[config.mk]
export PLATFORM = sky130hd
export DESIGN_NAME = pmd_engine
export DESIGN_NICKNAME = d
export VERILOG_FILES = /design/src/rtl/pmd_pkg.sv /design/src/rtl/pmd_engine.sv
export SDC_FILE = /design/constraint.sdc
export NUM_CORES = 1
export LEC_CHECK = 0
export BUFFER_PORTS_ARGS = -buffer_cell sky130_fd_sc_hd__buf_4
export CORE_MARGIN = 1.5
export CORE_UTILIZATION = 55
export CTS_BUF_LIST = sky130_fd_sc_hd__clkbuf_8
export DETAILED_ROUTE_END_ITERATION = 12
export PLACE_DENSITY = 0.77
export SLEW_MARGIN = 20
export SYNTH_ARGS = -nofsm -noshare
export SYNTH_HDL_FRONTEND = slang
export SYNTH_SLANG_ARGS = --single-unit
export TNS_END_PERCENT = 30
[constraint.sdc]
create_clock -name aclk -period 4.4 [get_ports aclk]
set_input_delay 0.44 -clock aclk [delete_from_list [all_inputs] [get_ports aclk]]
set_output_delay 0.44 -clock aclk [all_outputs]
set_load 0.01 [all_outputs]
[src/rtl/pmd_pkg.sv]
/*
  Package for the PCI bus-master DMA and direct-access engine: register map,
  field positions, masks, PCI commands, states and carrier structs.
  Assumes a 32-bit AXI4-Lite register bus and one 200 MHz clock.
*/
package pmd_pkg;
  localparam logic [7:0] ADDR_MEM_BASE = 8'h00;
  localparam logic [7:0] ADDR_PCI_BASE = 8'h04;
  localparam logic [7:0] ADDR_SIZE = 8'h08;
  localparam logic [7:0] ADDR_CTRL = 8'h0c;
  localparam logic [7:0] ADDR_LOCAL_INTERRUPT_REG = 8'h10;
  localparam logic [7:0] ADDR_DA_BASE = 8'h14;
  localparam logic [7:0] ADDR_DA_CMD = 8'h18;
  localparam logic [7:0] ADDR_DA_WIN = 8'h80;
  localparam logic [7:0] ADDR_DA_MASK = 8'h80;
  localparam int CTRL_DIR = 0;
  localparam int CTRL_NPF = 1;
  localparam int CTRL_LOWN = 2;
  localparam int CTRL_POWN = 3;
  localparam int LOCAL_INTERRUPT_REG_DONE = 5;
  localparam int LOCAL_INTERRUPT_REG_MASK = 21;
  localparam int MEM_AW = 12;
  localparam logic [31:0] DWORD_MASK = 32'hffff_fffc;
  localparam logic [31:0] SIZE_MASK = 32'h0000_7ffc;
  localparam logic [1:0] RESP_OKAY = 2'h0;
  localparam logic [1:0] RESP_SLVERR = 2'h2;
  localparam logic [3:0] BE_ALL = 4'h0;
  // Master wait states after a write beat, covering the memory read latency
  localparam logic [1:0] FETCH_WAIT = 2'h2;
  localparam logic [3:0] CMD_INTA = 4'h0;
  localparam logic [3:0] CMD_SPECIAL = 4'h1;
  localparam logic [3:0] CMD_IO_RD = 4'h2;
  localparam logic [3:0] CMD_IO_WR = 4'h3;
  localparam logic [3:0] CMD_MEM_RD = 4'h6;
  localparam logic [3:0] CMD_MEM_WR = 4'h7;
  localparam logic [3:0] CMD_CFG_RD = 4'ha;
  localparam logic [3:0] CMD_CFG_WR = 4'hb;
  localparam logic [3:0] CMD_MEM_RD_MULT = 4'hc;
  localparam logic [3:0] CMD_MEM_WR_INV = 4'hf;

  typedef enum logic [2:0] {
    ST_IDLE = 3'h0,
    ST_REQ = 3'h1,
    ST_ADDR = 3'h3,
    ST_DATA = 3'h2,
    ST_TURN = 3'h6,
    ST_DONE = 3'h7
  } pmd_state_type;

  typedef struct packed {
    logic req_n;
    logic frame_n;
    logic irdy_n;
    logic [31:0] ad;
    logic ad_oe;
    logic [3:0] cbe_n;
  } pmd_pci_out_type;
endpackage

[src/rtl/pmd_engine.sv]
/*
  PCI bus-master engine: burst DMA between shared memory and PCI space, and a
  direct-access path turning register-window accesses into single PCI cycles.
  Assumes PCI signals synchronous to aclk and an external arbiter for req/gnt.
*/
// Function
// - Registers set up bursts between shared memory and PCI
// - Addresses and size ignore two low bits
// - DMA data phases drive all byte enables
// - PCI base spans full 32-bit space
// - Control low-byte write starts the DMA
// - Control bit 0 selects burst direction
// - Pick most efficient burst command
// - Completion sets done bit, pollable
// - Mask bit 21 drives interrupt output
// - Non-prefetch flag forces plain memory read
// - Direct access issues any 4-bit command code
// - Direct register holds base and command
// - PCI address is base plus window offset
// - Window read/write becomes PCI read/write
// - Flags visible and polled from register
`timescale 1ns/100ps
`default_nettype none
module pmd_engine (
  input wire logic aclk, // Clock
  input wire logic aresetn, // Sync reset
  input wire logic [7:0] s_axi_awaddr, // Write address
  input wire logic s_axi_awvalid, // Write address valid
  output logic s_axi_awready, // Write address ready
  input wire logic [31:0] s_axi_wdata, // Write data
  input wire logic [3:0] s_axi_wstrb, // Write strobes
  input wire logic s_axi_wvalid, // Write data valid
  output logic s_axi_wready, // Write data ready
  output logic [1:0] s_axi_bresp, // Write response
  output logic s_axi_bvalid, // Write response valid
  input wire logic s_axi_bready, // Write response ready
  input wire logic [7:0] s_axi_araddr, // Read address
  input wire logic s_axi_arvalid, // Read address valid
  output logic s_axi_arready, // Read address ready
  output logic [31:0] s_axi_rdata, // Read data
  output logic [1:0] s_axi_rresp, // Read response
  output logic s_axi_rvalid, // Read data valid
  input wire logic s_axi_rready, // Read data ready
  output logic [pmd_pkg::MEM_AW-1:0] mem_addr, // Shared memory dword address
  output logic mem_we, // Shared memory write
  output logic [31:0] mem_wdata, // Shared memory write data
  input wire logic [31:0] mem_rdata, // Shared memory data, one cycle late
  output pmd_pkg::pmd_pci_out_type pci_o, // PCI master drive
  input wire logic pci_gnt_n, // Arbiter grant
  input wire logic pci_trdy_n, // Target ready
  input wire logic pci_devsel_n, // Target claimed
  input wire logic pci_stop_n, // Target stop
  input wire logic [31:0] pci_ad_i, // PCI AD in
  output logic irq_out // Local interrupt
);
  localparam int MEM_AW = pmd_pkg::MEM_AW;
  pmd_pkg::pmd_state_type st_q;
  logic [31:0] mem_base_q, pci_base_q, size_q, da_base_q, addr_q, cnt_q, da_rdata_q;
  logic [31:0] da_wdata_q;
  logic [7:0] ctrl_q;
  logic [3:0] da_cmd_q, cmd_q;
  logic done_q, mask_q, busy_q, da_q, da_wr_q, last_q, rd_pend_q, da_resp_q;
  logic aw_q, w_q;
  logic [1:0] wait_q;
  logic [7:0] awaddr_q, ar_q_addr;
  logic [31:0] wdata_q;
  logic [3:0] wstrb_q;
  logic ar_pend_q;
  logic wr_fire, start, da_hit_w, da_hit_r, write_dir;

  assign write_dir = ctrl_q[pmd_pkg::CTRL_DIR];
  assign wr_fire = aw_q && w_q && !s_axi_bvalid;
  assign da_hit_w = (awaddr_q & pmd_pkg::ADDR_DA_MASK) == pmd_pkg::ADDR_DA_WIN;
  assign da_hit_r = (ar_q_addr & pmd_pkg::ADDR_DA_MASK) == pmd_pkg::ADDR_DA_WIN;
  assign start = wr_fire && awaddr_q == pmd_pkg::ADDR_CTRL && wstrb_q[0] && !busy_q;

  // Write address and data captured independently
  always_ff @(posedge aclk) begin
    if (!aresetn) begin
      aw_q <= 1'b0;
      w_q <= 1'b0;
      awaddr_q <= 8'h00;
      wdata_q <= 32'h0000_0000;
      wstrb_q <= 4'h0;
    end else begin
      if (s_axi_awvalid && s_axi_awready) begin
        aw_q <= 1'b1;
        awaddr_q <= s_axi_awaddr;
      end else if (wr_fire && !(da_hit_w && busy_q)) begin
        aw_q <= 1'b0;
      end
      if (s_axi_wvalid && s_axi_wready) begin
        w_q <= 1'b1;
        wdata_q <= s_axi_wdata;
        wstrb_q <= s_axi_wstrb;
      end else if (wr_fire && !(da_hit_w && busy_q)) begin
        w_q <= 1'b0;
      end
    end
  end

  always_ff @(posedge aclk) begin
    if (!aresetn) begin
      s_axi_awready <= 1'b0;
      s_axi_wready <= 1'b0;
    end else begin
      s_axi_awready <= !aw_q && !(s_axi_awvalid && s_axi_awready);
      s_axi_wready <= !w_q && !(s_axi_wvalid && s_axi_wready);
    end
  end

  // Register writes; a window write is held until the engine is idle
  always_ff @(posedge aclk) begin
    if (!aresetn) begin
      mem_base_q <= 32'h0000_0000;
      pci_base_q <= 32'h0000_0000;
      size_q <= 32'h0000_0000;
      ctrl_q <= 8'h00;
      mask_q <= 1'b0;
      da_base_q <= 32'h0000_0000;
      da_cmd_q <= pmd_pkg::CMD_MEM_RD;
      s_axi_bvalid <= 1'b0;
      s_axi_bresp <= pmd_pkg::RESP_OKAY;
    end else begin
      if (s_axi_bvalid && s_axi_bready) begin
        s_axi_bvalid <= 1'b0;
      end
      if (wr_fire && !da_hit_w) begin
        s_axi_bvalid <= 1'b1;
        s_axi_bresp <= pmd_pkg::RESP_OKAY;
        case (awaddr_q)
          pmd_pkg::ADDR_MEM_BASE: mem_base_q <= wdata_q & pmd_pkg::DWORD_MASK;
          pmd_pkg::ADDR_PCI_BASE: pci_base_q <= wdata_q & pmd_pkg::DWORD_MASK;
          pmd_pkg::ADDR_SIZE: size_q <= wdata_q & pmd_pkg::SIZE_MASK;
          pmd_pkg::ADDR_CTRL: begin
            // Ownership flags are plain storage for software arbitration
            if (wstrb_q[0] && !busy_q) begin
              ctrl_q <= wdata_q[7:0];
            end
          end
          pmd_pkg::ADDR_LOCAL_INTERRUPT_REG: begin
            if (wstrb_q[2]) begin
              mask_q <= wdata_q[pmd_pkg::LOCAL_INTERRUPT_REG_MASK];
            end
          end
          pmd_pkg::ADDR_DA_BASE: da_base_q <= wdata_q & pmd_pkg::DWORD_MASK;
          pmd_pkg::ADDR_DA_CMD: da_cmd_q <= wdata_q[3:0];
          default: s_axi_bresp <= pmd_pkg::RESP_SLVERR;
        endcase
      end else if (da_resp_q && da_wr_q) begin
        s_axi_bvalid <= 1'b1;
        s_axi_bresp <= pmd_pkg::RESP_OKAY;
      end
    end
  end

  // Read channel; window reads answer after the PCI cycle ends
  always_ff @(posedge aclk) begin
    if (!aresetn) begin
      s_axi_arready <= 1'b0;
      ar_pend_q <= 1'b0;
      ar_q_addr <= 8'h00;
      s_axi_rvalid <= 1'b0;
      s_axi_rdata <= 32'h0000_0000;
      s_axi_rresp <= pmd_pkg::RESP_OKAY;
    end else begin
      s_axi_arready <= !ar_pend_q && !s_axi_rvalid && !(s_axi_arvalid && s_axi_arready);
      if (s_axi_rvalid && s_axi_rready) begin
        s_axi_rvalid <= 1'b0;
      end
      if (s_axi_arvalid && s_axi_arready) begin
        ar_pend_q <= 1'b1;
        ar_q_addr <= s_axi_araddr;
      end else if (ar_pend_q && !da_hit_r) begin
        ar_pend_q <= 1'b0;
        s_axi_rvalid <= 1'b1;
        s_axi_rresp <= pmd_pkg::RESP_OKAY;
        case (ar_q_addr)
          pmd_pkg::ADDR_MEM_BASE: s_axi_rdata <= mem_base_q;
          pmd_pkg::ADDR_PCI_BASE: s_axi_rdata <= pci_base_q;
          pmd_pkg::ADDR_SIZE: s_axi_rdata <= size_q;
          pmd_pkg::ADDR_CTRL: s_axi_rdata <= {23'h000000, busy_q, ctrl_q};
          // Completion flag polled here as well as on the pin
          pmd_pkg::ADDR_LOCAL_INTERRUPT_REG: s_axi_rdata <= 32'({mask_q, 15'h0000, done_q, 5'h00});
          pmd_pkg::ADDR_DA_BASE: s_axi_rdata <= da_base_q;
          pmd_pkg::ADDR_DA_CMD: s_axi_rdata <= {28'h0000000, da_cmd_q};
          default: begin
            s_axi_rdata <= 32'h0000_0000;
            s_axi_rresp <= pmd_pkg::RESP_SLVERR;
          end
        endcase
      end else if (ar_pend_q && da_resp_q && !da_wr_q) begin
        ar_pend_q <= 1'b0;
        s_axi_rvalid <= 1'b1;
        s_axi_rdata <= da_rdata_q;
      end
    end
  end

  // Done flag: set wins over a software clear of bit 5
  always_ff @(posedge aclk) begin
    if (!aresetn) begin
      done_q <= 1'b0;
      irq_out <= 1'b0;
    end else begin
      if (st_q == pmd_pkg::ST_DONE && !da_q) begin
        done_q <= 1'b1;
      end else if (wr_fire && awaddr_q == pmd_pkg::ADDR_LOCAL_INTERRUPT_REG && wstrb_q[0] && wdata_q[pmd_pkg::LOCAL_INTERRUPT_REG_DONE]) begin
        done_q <= 1'b0;
      end
      irq_out <= done_q && mask_q;
    end
  end

  // PCI master sequencer
  always_ff @(posedge aclk) begin
    if (!aresetn) begin
      st_q <= pmd_pkg::ST_IDLE;
      busy_q <= 1'b0;
      da_q <= 1'b0;
      da_wr_q <= 1'b0;
      da_resp_q <= 1'b0;
      addr_q <= 32'h0000_0000;
      cnt_q <= 32'h0000_0000;
      cmd_q <= pmd_pkg::CMD_MEM_RD;
      da_rdata_q <= 32'h0000_0000;
      da_wdata_q <= 32'h0000_0000;
      last_q <= 1'b0;
      rd_pend_q <= 1'b0;
      wait_q <= 2'h0;
      mem_addr <= '0;
      mem_we <= 1'b0;
      mem_wdata <= 32'h0000_0000;
      pci_o <= '{req_n: 1'b1, frame_n: 1'b1, irdy_n: 1'b1, ad: 32'h0000_0000, ad_oe: 1'b0, cbe_n: 4'hf};
    end else begin
      mem_we <= 1'b0;
      da_resp_q <= 1'b0;
      // Fill address steps after its write lands, not with it
      if (mem_we) begin
        mem_addr <= mem_addr + 1'b1;
      end
      case (st_q)
        pmd_pkg::ST_IDLE: begin
          if (start && wdata_q[5:2] != 4'h0 && size_q != 32'h0000_0000) begin
            busy_q <= 1'b1;
            da_q <= 1'b0;
            addr_q <= pci_base_q;
            cnt_q <= size_q >> 2;
            mem_addr <= mem_base_q[MEM_AW+1:2];
            // Read bursts use Memory Read Multiple unless prefetch is barred; write bursts use plain Memory Write
            if (wdata_q[pmd_pkg::CTRL_DIR]) begin
              cmd_q <= pmd_pkg::CMD_MEM_WR;
            end else if (wdata_q[pmd_pkg::CTRL_NPF]) begin
              cmd_q <= pmd_pkg::CMD_MEM_RD;
            end else begin
              cmd_q <= pmd_pkg::CMD_MEM_RD_MULT;
            end
            st_q <= pmd_pkg::ST_REQ;
          end else if (start && size_q != 32'h0000_0000) begin
            busy_q <= 1'b1;
            da_q <= 1'b0;
            addr_q <= pci_base_q;
            cnt_q <= size_q >> 2;
            mem_addr <= mem_base_q[MEM_AW+1:2];
            cmd_q <= wdata_q[pmd_pkg::CTRL_DIR] ? pmd_pkg::CMD_MEM_WR :
              (wdata_q[pmd_pkg::CTRL_NPF] ? pmd_pkg::CMD_MEM_RD : pmd_pkg::CMD_MEM_RD_MULT);
            st_q <= pmd_pkg::ST_REQ;
          end else if (wr_fire && da_hit_w) begin
            busy_q <= 1'b1;
            da_q <= 1'b1;
            da_wr_q <= 1'b1;
            addr_q <= da_base_q + {24'h000000, awaddr_q & ~pmd_pkg::ADDR_DA_MASK};
            da_wdata_q <= wdata_q;
            cmd_q <= da_cmd_q;
            cnt_q <= 32'h0000_0001;
            st_q <= pmd_pkg::ST_REQ;
          end else if (ar_pend_q && da_hit_r && !da_resp_q) begin
            busy_q <= 1'b1;
            da_q <= 1'b1;
            da_wr_q <= 1'b0;
            addr_q <= da_base_q + {24'h000000, ar_q_addr & ~pmd_pkg::ADDR_DA_MASK};
            cmd_q <= da_cmd_q;
            cnt_q <= 32'h0000_0001;
            st_q <= pmd_pkg::ST_REQ;
          end
        end
        pmd_pkg::ST_REQ: begin
          pci_o.req_n <= 1'b0;
          if (!pci_gnt_n && !pci_o.req_n) begin
            st_q <= pmd_pkg::ST_ADDR;
          end
        end
        pmd_pkg::ST_ADDR: begin
          pci_o.frame_n <= 1'b0;
          pci_o.ad <= addr_q;
          pci_o.ad_oe <= 1'b1;
          pci_o.cbe_n <= cmd_q;
          pci_o.req_n <= 1'b1;
          last_q <= cnt_q == 32'h0000_0001;
          st_q <= pmd_pkg::ST_DATA;
          rd_pend_q <= 1'b0;
          wait_q <= 2'h0;
        end
        pmd_pkg::ST_DATA: begin
          // Data phases always full dword
          pci_o.cbe_n <= da_q ? 4'h0 : pmd_pkg::BE_ALL;
          pci_o.irdy_n <= (wait_q == pmd_pkg::FETCH_WAIT);
          if (wait_q != 2'h0) begin
            wait_q <= wait_q - 1'b1;
          end
          // Frame may only drop together with irdy
          if (last_q && wait_q != pmd_pkg::FETCH_WAIT) begin
            pci_o.frame_n <= 1'b1;
          end
          if (da_q ? da_wr_q : write_dir) begin
            pci_o.ad <= da_q ? da_wdata_q : mem_rdata;
          end else begin
            pci_o.ad_oe <= 1'b0;
          end
          if (!pci_o.irdy_n && !pci_trdy_n && !pci_devsel_n) begin
            cnt_q <= cnt_q - 32'h0000_0001;
            addr_q <= addr_q + 32'h0000_0004;
            if (!da_q && write_dir) begin
              mem_addr <= mem_addr + 1'b1;
              // Next word is two cycles away from the memory
              if (cnt_q != 32'h0000_0001) begin
                wait_q <= pmd_pkg::FETCH_WAIT;
                pci_o.irdy_n <= 1'b1;
              end
            end
            if (!(da_q ? da_wr_q : write_dir)) begin
              mem_we <= !da_q;
              mem_wdata <= pci_ad_i;
              da_rdata_q <= pci_ad_i;
            end
            last_q <= cnt_q == 32'h0000_0002;
            if (cnt_q == 32'h0000_0001 || !pci_stop_n) begin
              st_q <= pmd_pkg::ST_TURN;
              pci_o.frame_n <= 1'b1;
              pci_o.irdy_n <= 1'b1;
            end
          end else if (!pci_stop_n && !pci_o.irdy_n) begin
            // Retry or disconnect without data: release and rearbitrate
            st_q <= pmd_pkg::ST_TURN;
            pci_o.frame_n <= 1'b1;
            pci_o.irdy_n <= 1'b1;
          end
        end
        pmd_pkg::ST_TURN: begin
          pci_o.ad_oe <= 1'b0;
          pci_o.cbe_n <= 4'hf;
          st_q <= (cnt_q == 32'h0000_0000) ? pmd_pkg::ST_DONE : pmd_pkg::ST_REQ;
        end
        pmd_pkg::ST_DONE: begin
          busy_q <= 1'b0;
          da_resp_q <= da_q;
          st_q <= pmd_pkg::ST_IDLE;
        end
        default: st_q <= pmd_pkg::ST_IDLE;
      endcase
    end
  end

  chk_done_irq_mask: assert property (@(posedge aclk) disable iff (!aresetn)
    (done_q && mask_q) |=> irq_out) else $error("irq not raised");
  chk_no_irq_unmasked: assert property (@(posedge aclk) disable iff (!aresetn)
    !mask_q |=> !irq_out) else $error("irq while masked");
  chk_req_before_frame: assert property (@(posedge aclk) disable iff (!aresetn)
    $fell(pci_o.frame_n) |-> $past(!pci_gnt_n) && $past(!pci_o.req_n, 2)) else $error("frame without grant");
  chk_dma_full_be: assert property (@(posedge aclk) disable iff (!aresetn)
    (!pci_o.irdy_n && !da_q) |-> pci_o.cbe_n == pmd_pkg::BE_ALL) else $error("partial byte enables");
  chk_dir_cmd: assert property (@(posedge aclk) disable iff (!aresetn)
    ($fell(pci_o.frame_n) && !da_q && write_dir) |-> pci_o.cbe_n == pmd_pkg::CMD_MEM_WR) else $error("bad write cmd");
  chk_nopref_cmd: assert property (@(posedge aclk) disable iff (!aresetn)
    ($fell(pci_o.frame_n) && !da_q && !write_dir && ctrl_q[pmd_pkg::CTRL_NPF])
      |-> pci_o.cbe_n == pmd_pkg::CMD_MEM_RD) else $error("prefetch read used");
  chk_done_sets: assert property (@(posedge aclk) disable iff (!aresetn)
    (st_q == pmd_pkg::ST_DONE && !da_q) |=> done_q) else $error("done flag missing");
  chk_base_aligned: assert property (@(posedge aclk) disable iff (!aresetn)
    pci_base_q[1:0] == 2'h0 && size_q[1:0] == 2'h0 && mem_base_q[1:0] == 2'h0) else $error("low bits kept");
  chk_da_cmd: assert property (@(posedge aclk) disable iff (!aresetn)
    ($fell(pci_o.frame_n) && da_q) |-> pci_o.cbe_n == da_cmd_q) else $error("wrong direct cmd");
endmodule
`default_nettype wire

==> impl_metrics.tcl <==
set metrics [dict create \
    layout-drive-gt1-share 0.158 \
    dp.cells 2949 \
    nNetsFinal 2709 \
    clk_pin_slew_ps 60 \
    fin_ws_ps 908 \
    reg2reg_slack_ps 910 \
    setup_viol 0 \
    criticalPathCategory "flop to flop" \
    via_per_inst 6.02 \
    antenna_found_initial 1 \
    hold_violations 0 \
    cts_resized 0 \
    ys.flop_type "dfxtp_1" \
    die_x_um 188 \
    clkSinkCount 405 \
    drt-wirelength-per-cell_um 19.4 \
    overflow 0 \
    io_pins 254 \
    synth_enable_flop_cells 0 \
    ant_nets 0 \
    clkPwrFrac 0.430 \
    peakVddDrop_v 0.000220 \
    portBuffers 249 \
    gp_congestion 0.890 \
    place_worst_setup_slack_ps 1080 \
    wirelength_um 59400 \
    final_max_slew_viol_count 0 \
    finalSetupTns_ps 0 \
    crit_chain "nand4b_1, buf_4, mux2_2, ha_1, inv_1, fa_1, nand2b_1, a21oi_1, o21ai_1, nor3_1, xnor2_1, nor2_1, o31a_1" \
    critPathMaxStageDelay_ps 420 \
    finalClockSkew_ps 43.6 \
    seqPwrFrac 0.510 \
    slowest_stage "dfxtp_1" \
    cts_buffers 68 \
    grt_max_degree 149 \
    initial_core_util 0.561 \
    grtUsageTotal 0.326 \
    postSynthCellCount 2391 \
    rows 67 \
    via_count 18400 \
    relSlewSlack 0.284 \
    path_max_fanout 10 \
    crit_required_ps 4880 \
    clk_latency_ps 620 \
    drc_errors 0 \
    status "completed" \
    drt_iter0_drc 1860 \
    worst_pin_slew_ps 1070 \
    internal_power_mw 5.52 \
    post_cts_buffers 0 \
    seqCellArea_um2 8110 \
    synth_area_um2 18800 \
    async_flop_share 0 \
    grt_pass1_vias 17100 \
    swShare 0.254 \
    post-route-min-period_ps 3490 \
    max_freq_ghz 0.286 \
    core-area_um2 33600 \
    power.density_nw_per_um2 334 \
    power.leakage_nw 8.42 \
    ys_ff_latch 405 \
    fp.dieH_um 188 \
    worstPathArrival_ps 3970 \
    grt_pass1_wl_um 93000 \
    tritoncts "built" \
    avgSynthCellArea_um2 7.88 \
    die-area_um2 35400 \
    dr.pass1.iters 6 \
    power_frac_comb 0.060 \
    stdcell_count 3063 \
    hpwl_um 41400 \
    area_growth_pct 17.5 \
    crit_path_end_kind "flop" \
    cts_root_buf "clkbuf_8" \
    ctsHoldBuffers 0 \
    synth.distinct_cells 84 \
    min_path_type "input port to flop" \
    cts.path.max_buffers 3 \
    ys_seq_area_frac 0.430 \
    start_kind "flop" \
    p_sw_mw 1.88 \
    rsz0062_at_grt "false" \
    drv_cap 0 \
    nFillCells 2885 \
    period_share 0.794 \
    h-tree-depth 3 \
    multiInputGateArea_um2 9990 \
    ys_warn_count 0 \
]
[sequential cells by signal (all words and copies together) (netlist names), 8 cells and up]
name	cells
da_base_q	30
mem_base_q	30
addr_q	32
size_q	13
ar_q_addr	8
cnt_q	32
da_rdata_q	32
ctrl_q	8
awaddr_q	8
wdata_q	32
pci_base_q	30
s_axi_rdata	32
da_wdata_q	32
mem_addr	12
pci_o	40
[cell type report]
cell class,instances,share of cell area
Antenna cell,1,0.000113
Clock inverter,35,0.00898
Multi-Input combinational cell,1794,0.451
Timing Repair Buffer,283,0.0965
Tap cell,448,0.0253
Sequential cell,405,0.366
Clock buffer,78,0.0485
Inverter,19,0.00356
[placed cells by master (no fill, tap or decap), drive strengths merged, types with 5 or more instances in the layout]
cell type  count
o211ai         7
buf          283
xor2          35
ha            10
mux2i        105
clkbuf        78
and4           5
or3            5
nor4          29
or4            5
nand4         15
o21ai        115
a21oi        326
dfxtp        405
a211oi        46
a221oi        22
nand2b        12
a311oi         5
o21a          11
and3          20
a22o          18
nand3         58
nor3          46
clkinv         6
a22oi         13
o22ai         20
nand2        473
xnor2         32
mux2           7
a31oi         21
nor2         247
and2          16
inv           47
[cell families (layout without fill, tap and decap cells)]
| logic type | count (synthesis) | in the layout | share of synthesized area |
|---|---|---|---|
| AND/OR/NAND/NOR | 950 | 950 | 0.220 |
| AO/OA/AOI/OAI | 649 | 649 | 0.206 |
| flip-flops | 405 | 405 | 0.430 |
| buffers and inverters | 193 | 415 | 0.0416 |
| multiplexers | 115 | 115 | 0.0635 |
| XOR/XNOR | 67 | 67 | 0.0311 |
| adder cells (fa/ha/maj) | 11 | 11 | 0.00770 |
| other | 1 | 3 | 0.000199 |
[cells in the mapped netlist (all sizes together), types with 7 or more instances]
| library cell | instances | area share |
|---|---|---|
| nand2 | 473 | 0.094 |
| dfxtp | 405 | 0.43 |
| a21oi | 326 | 0.088 |
| nor2 | 247 | 0.049 |
| clkbuf | 137 | 0.027 |
| o21ai | 115 | 0.031 |
| mux2i | 105 | 0.056 |
| nand3 | 58 | 0.015 |
| a211oi | 46 | 0.018 |
| nor3 | 46 | 0.013 |
| buf | 37 | 0.010 |
| xor2 | 35 | 0.016 |
| xnor2 | 32 | 0.015 |
| nor4 | 29 | 0.012 |
| a221oi | 22 | 0.010 |
| a31oi | 21 | 0.0070 |
| and3 | 20 | 0.0066 |
| o22ai | 20 | 0.0066 |
| inv | 19 | 0.0038 |
| a22o | 18 | 0.0084 |
| and2 | 16 | 0.0053 |
| nand4 | 15 | 0.0050 |
| a22oi | 13 | 0.0052 |
| nand2b | 12 | 0.0040 |
| o21a | 11 | 0.0044 |
| ha | 10 | 0.0066 |
| mux2 | 7 | 0.0042 |
| o211ai | 7 | 0.0028 |
[power groups by stage]
| stage | Clock [mW] | Sequential [mW] | Combinational [mW] |
|---|---|---|---|
| 6_report | 3.19 | 3.78 | 0.442 |
| 2_1_floorplan | 0 | 3.83 | 0.250 |
| 5_1_grt | 3.38 | 3.78 | 0.476 |
| 3_3_place_gp | 0 | 3.85 | 0.426 |
| 4_1_cts | 3.21 | 3.77 | 0.436 |
| 3_5_place_dp | 0 | 3.85 | 0.434 |
[critical path: cells and delay by family, from the launching register on]
family / cells / cell delay [ps]
flops: 1 / 420
xor+xnor: 1 / 170
fa+ha+maj: 2 / 600
simple gates: 4 / 760
compound gates: 3 / 860
mux: 1 / 240
buf+inv: 2 / 300
[worst paths after layout]
path                            depth (start not counted)             end            from
worst min register to register                          2  da_wdata_q[25]  da_wdata_q[25]
worst max-delay path                                   13      addr_q[30]     awaddr_q[7]
worst max register to register                         13      addr_q[30]     awaddr_q[7]
worst min-delay path                                    3  da_rdata_q[18]    pci_ad_i[18]
[routing by layer]
metal  global-route usage  up-vias  share of wire
met1                0.467     8607           0.43
li1                     -     8731              -
met2                0.487      984           0.43
met5                    0        -              0
met3               0.0709      112           0.11
met4                0.106        0          0.027
[stage by stage]
stage               power, mW  utilization  instance area, um^2  hold WS (ps)
global placement         4.28        0.621                20900           441
global route             7.64        0.659                22200          38.2
finish                   7.41        0.659                22200          65.9
detailed placement       4.29        0.621                20900           447
floorplan                4.08            -                18900           436
CTS                      7.42        0.659                22200          47.1
Note: power is estimated with default switching activity, not from simulation.
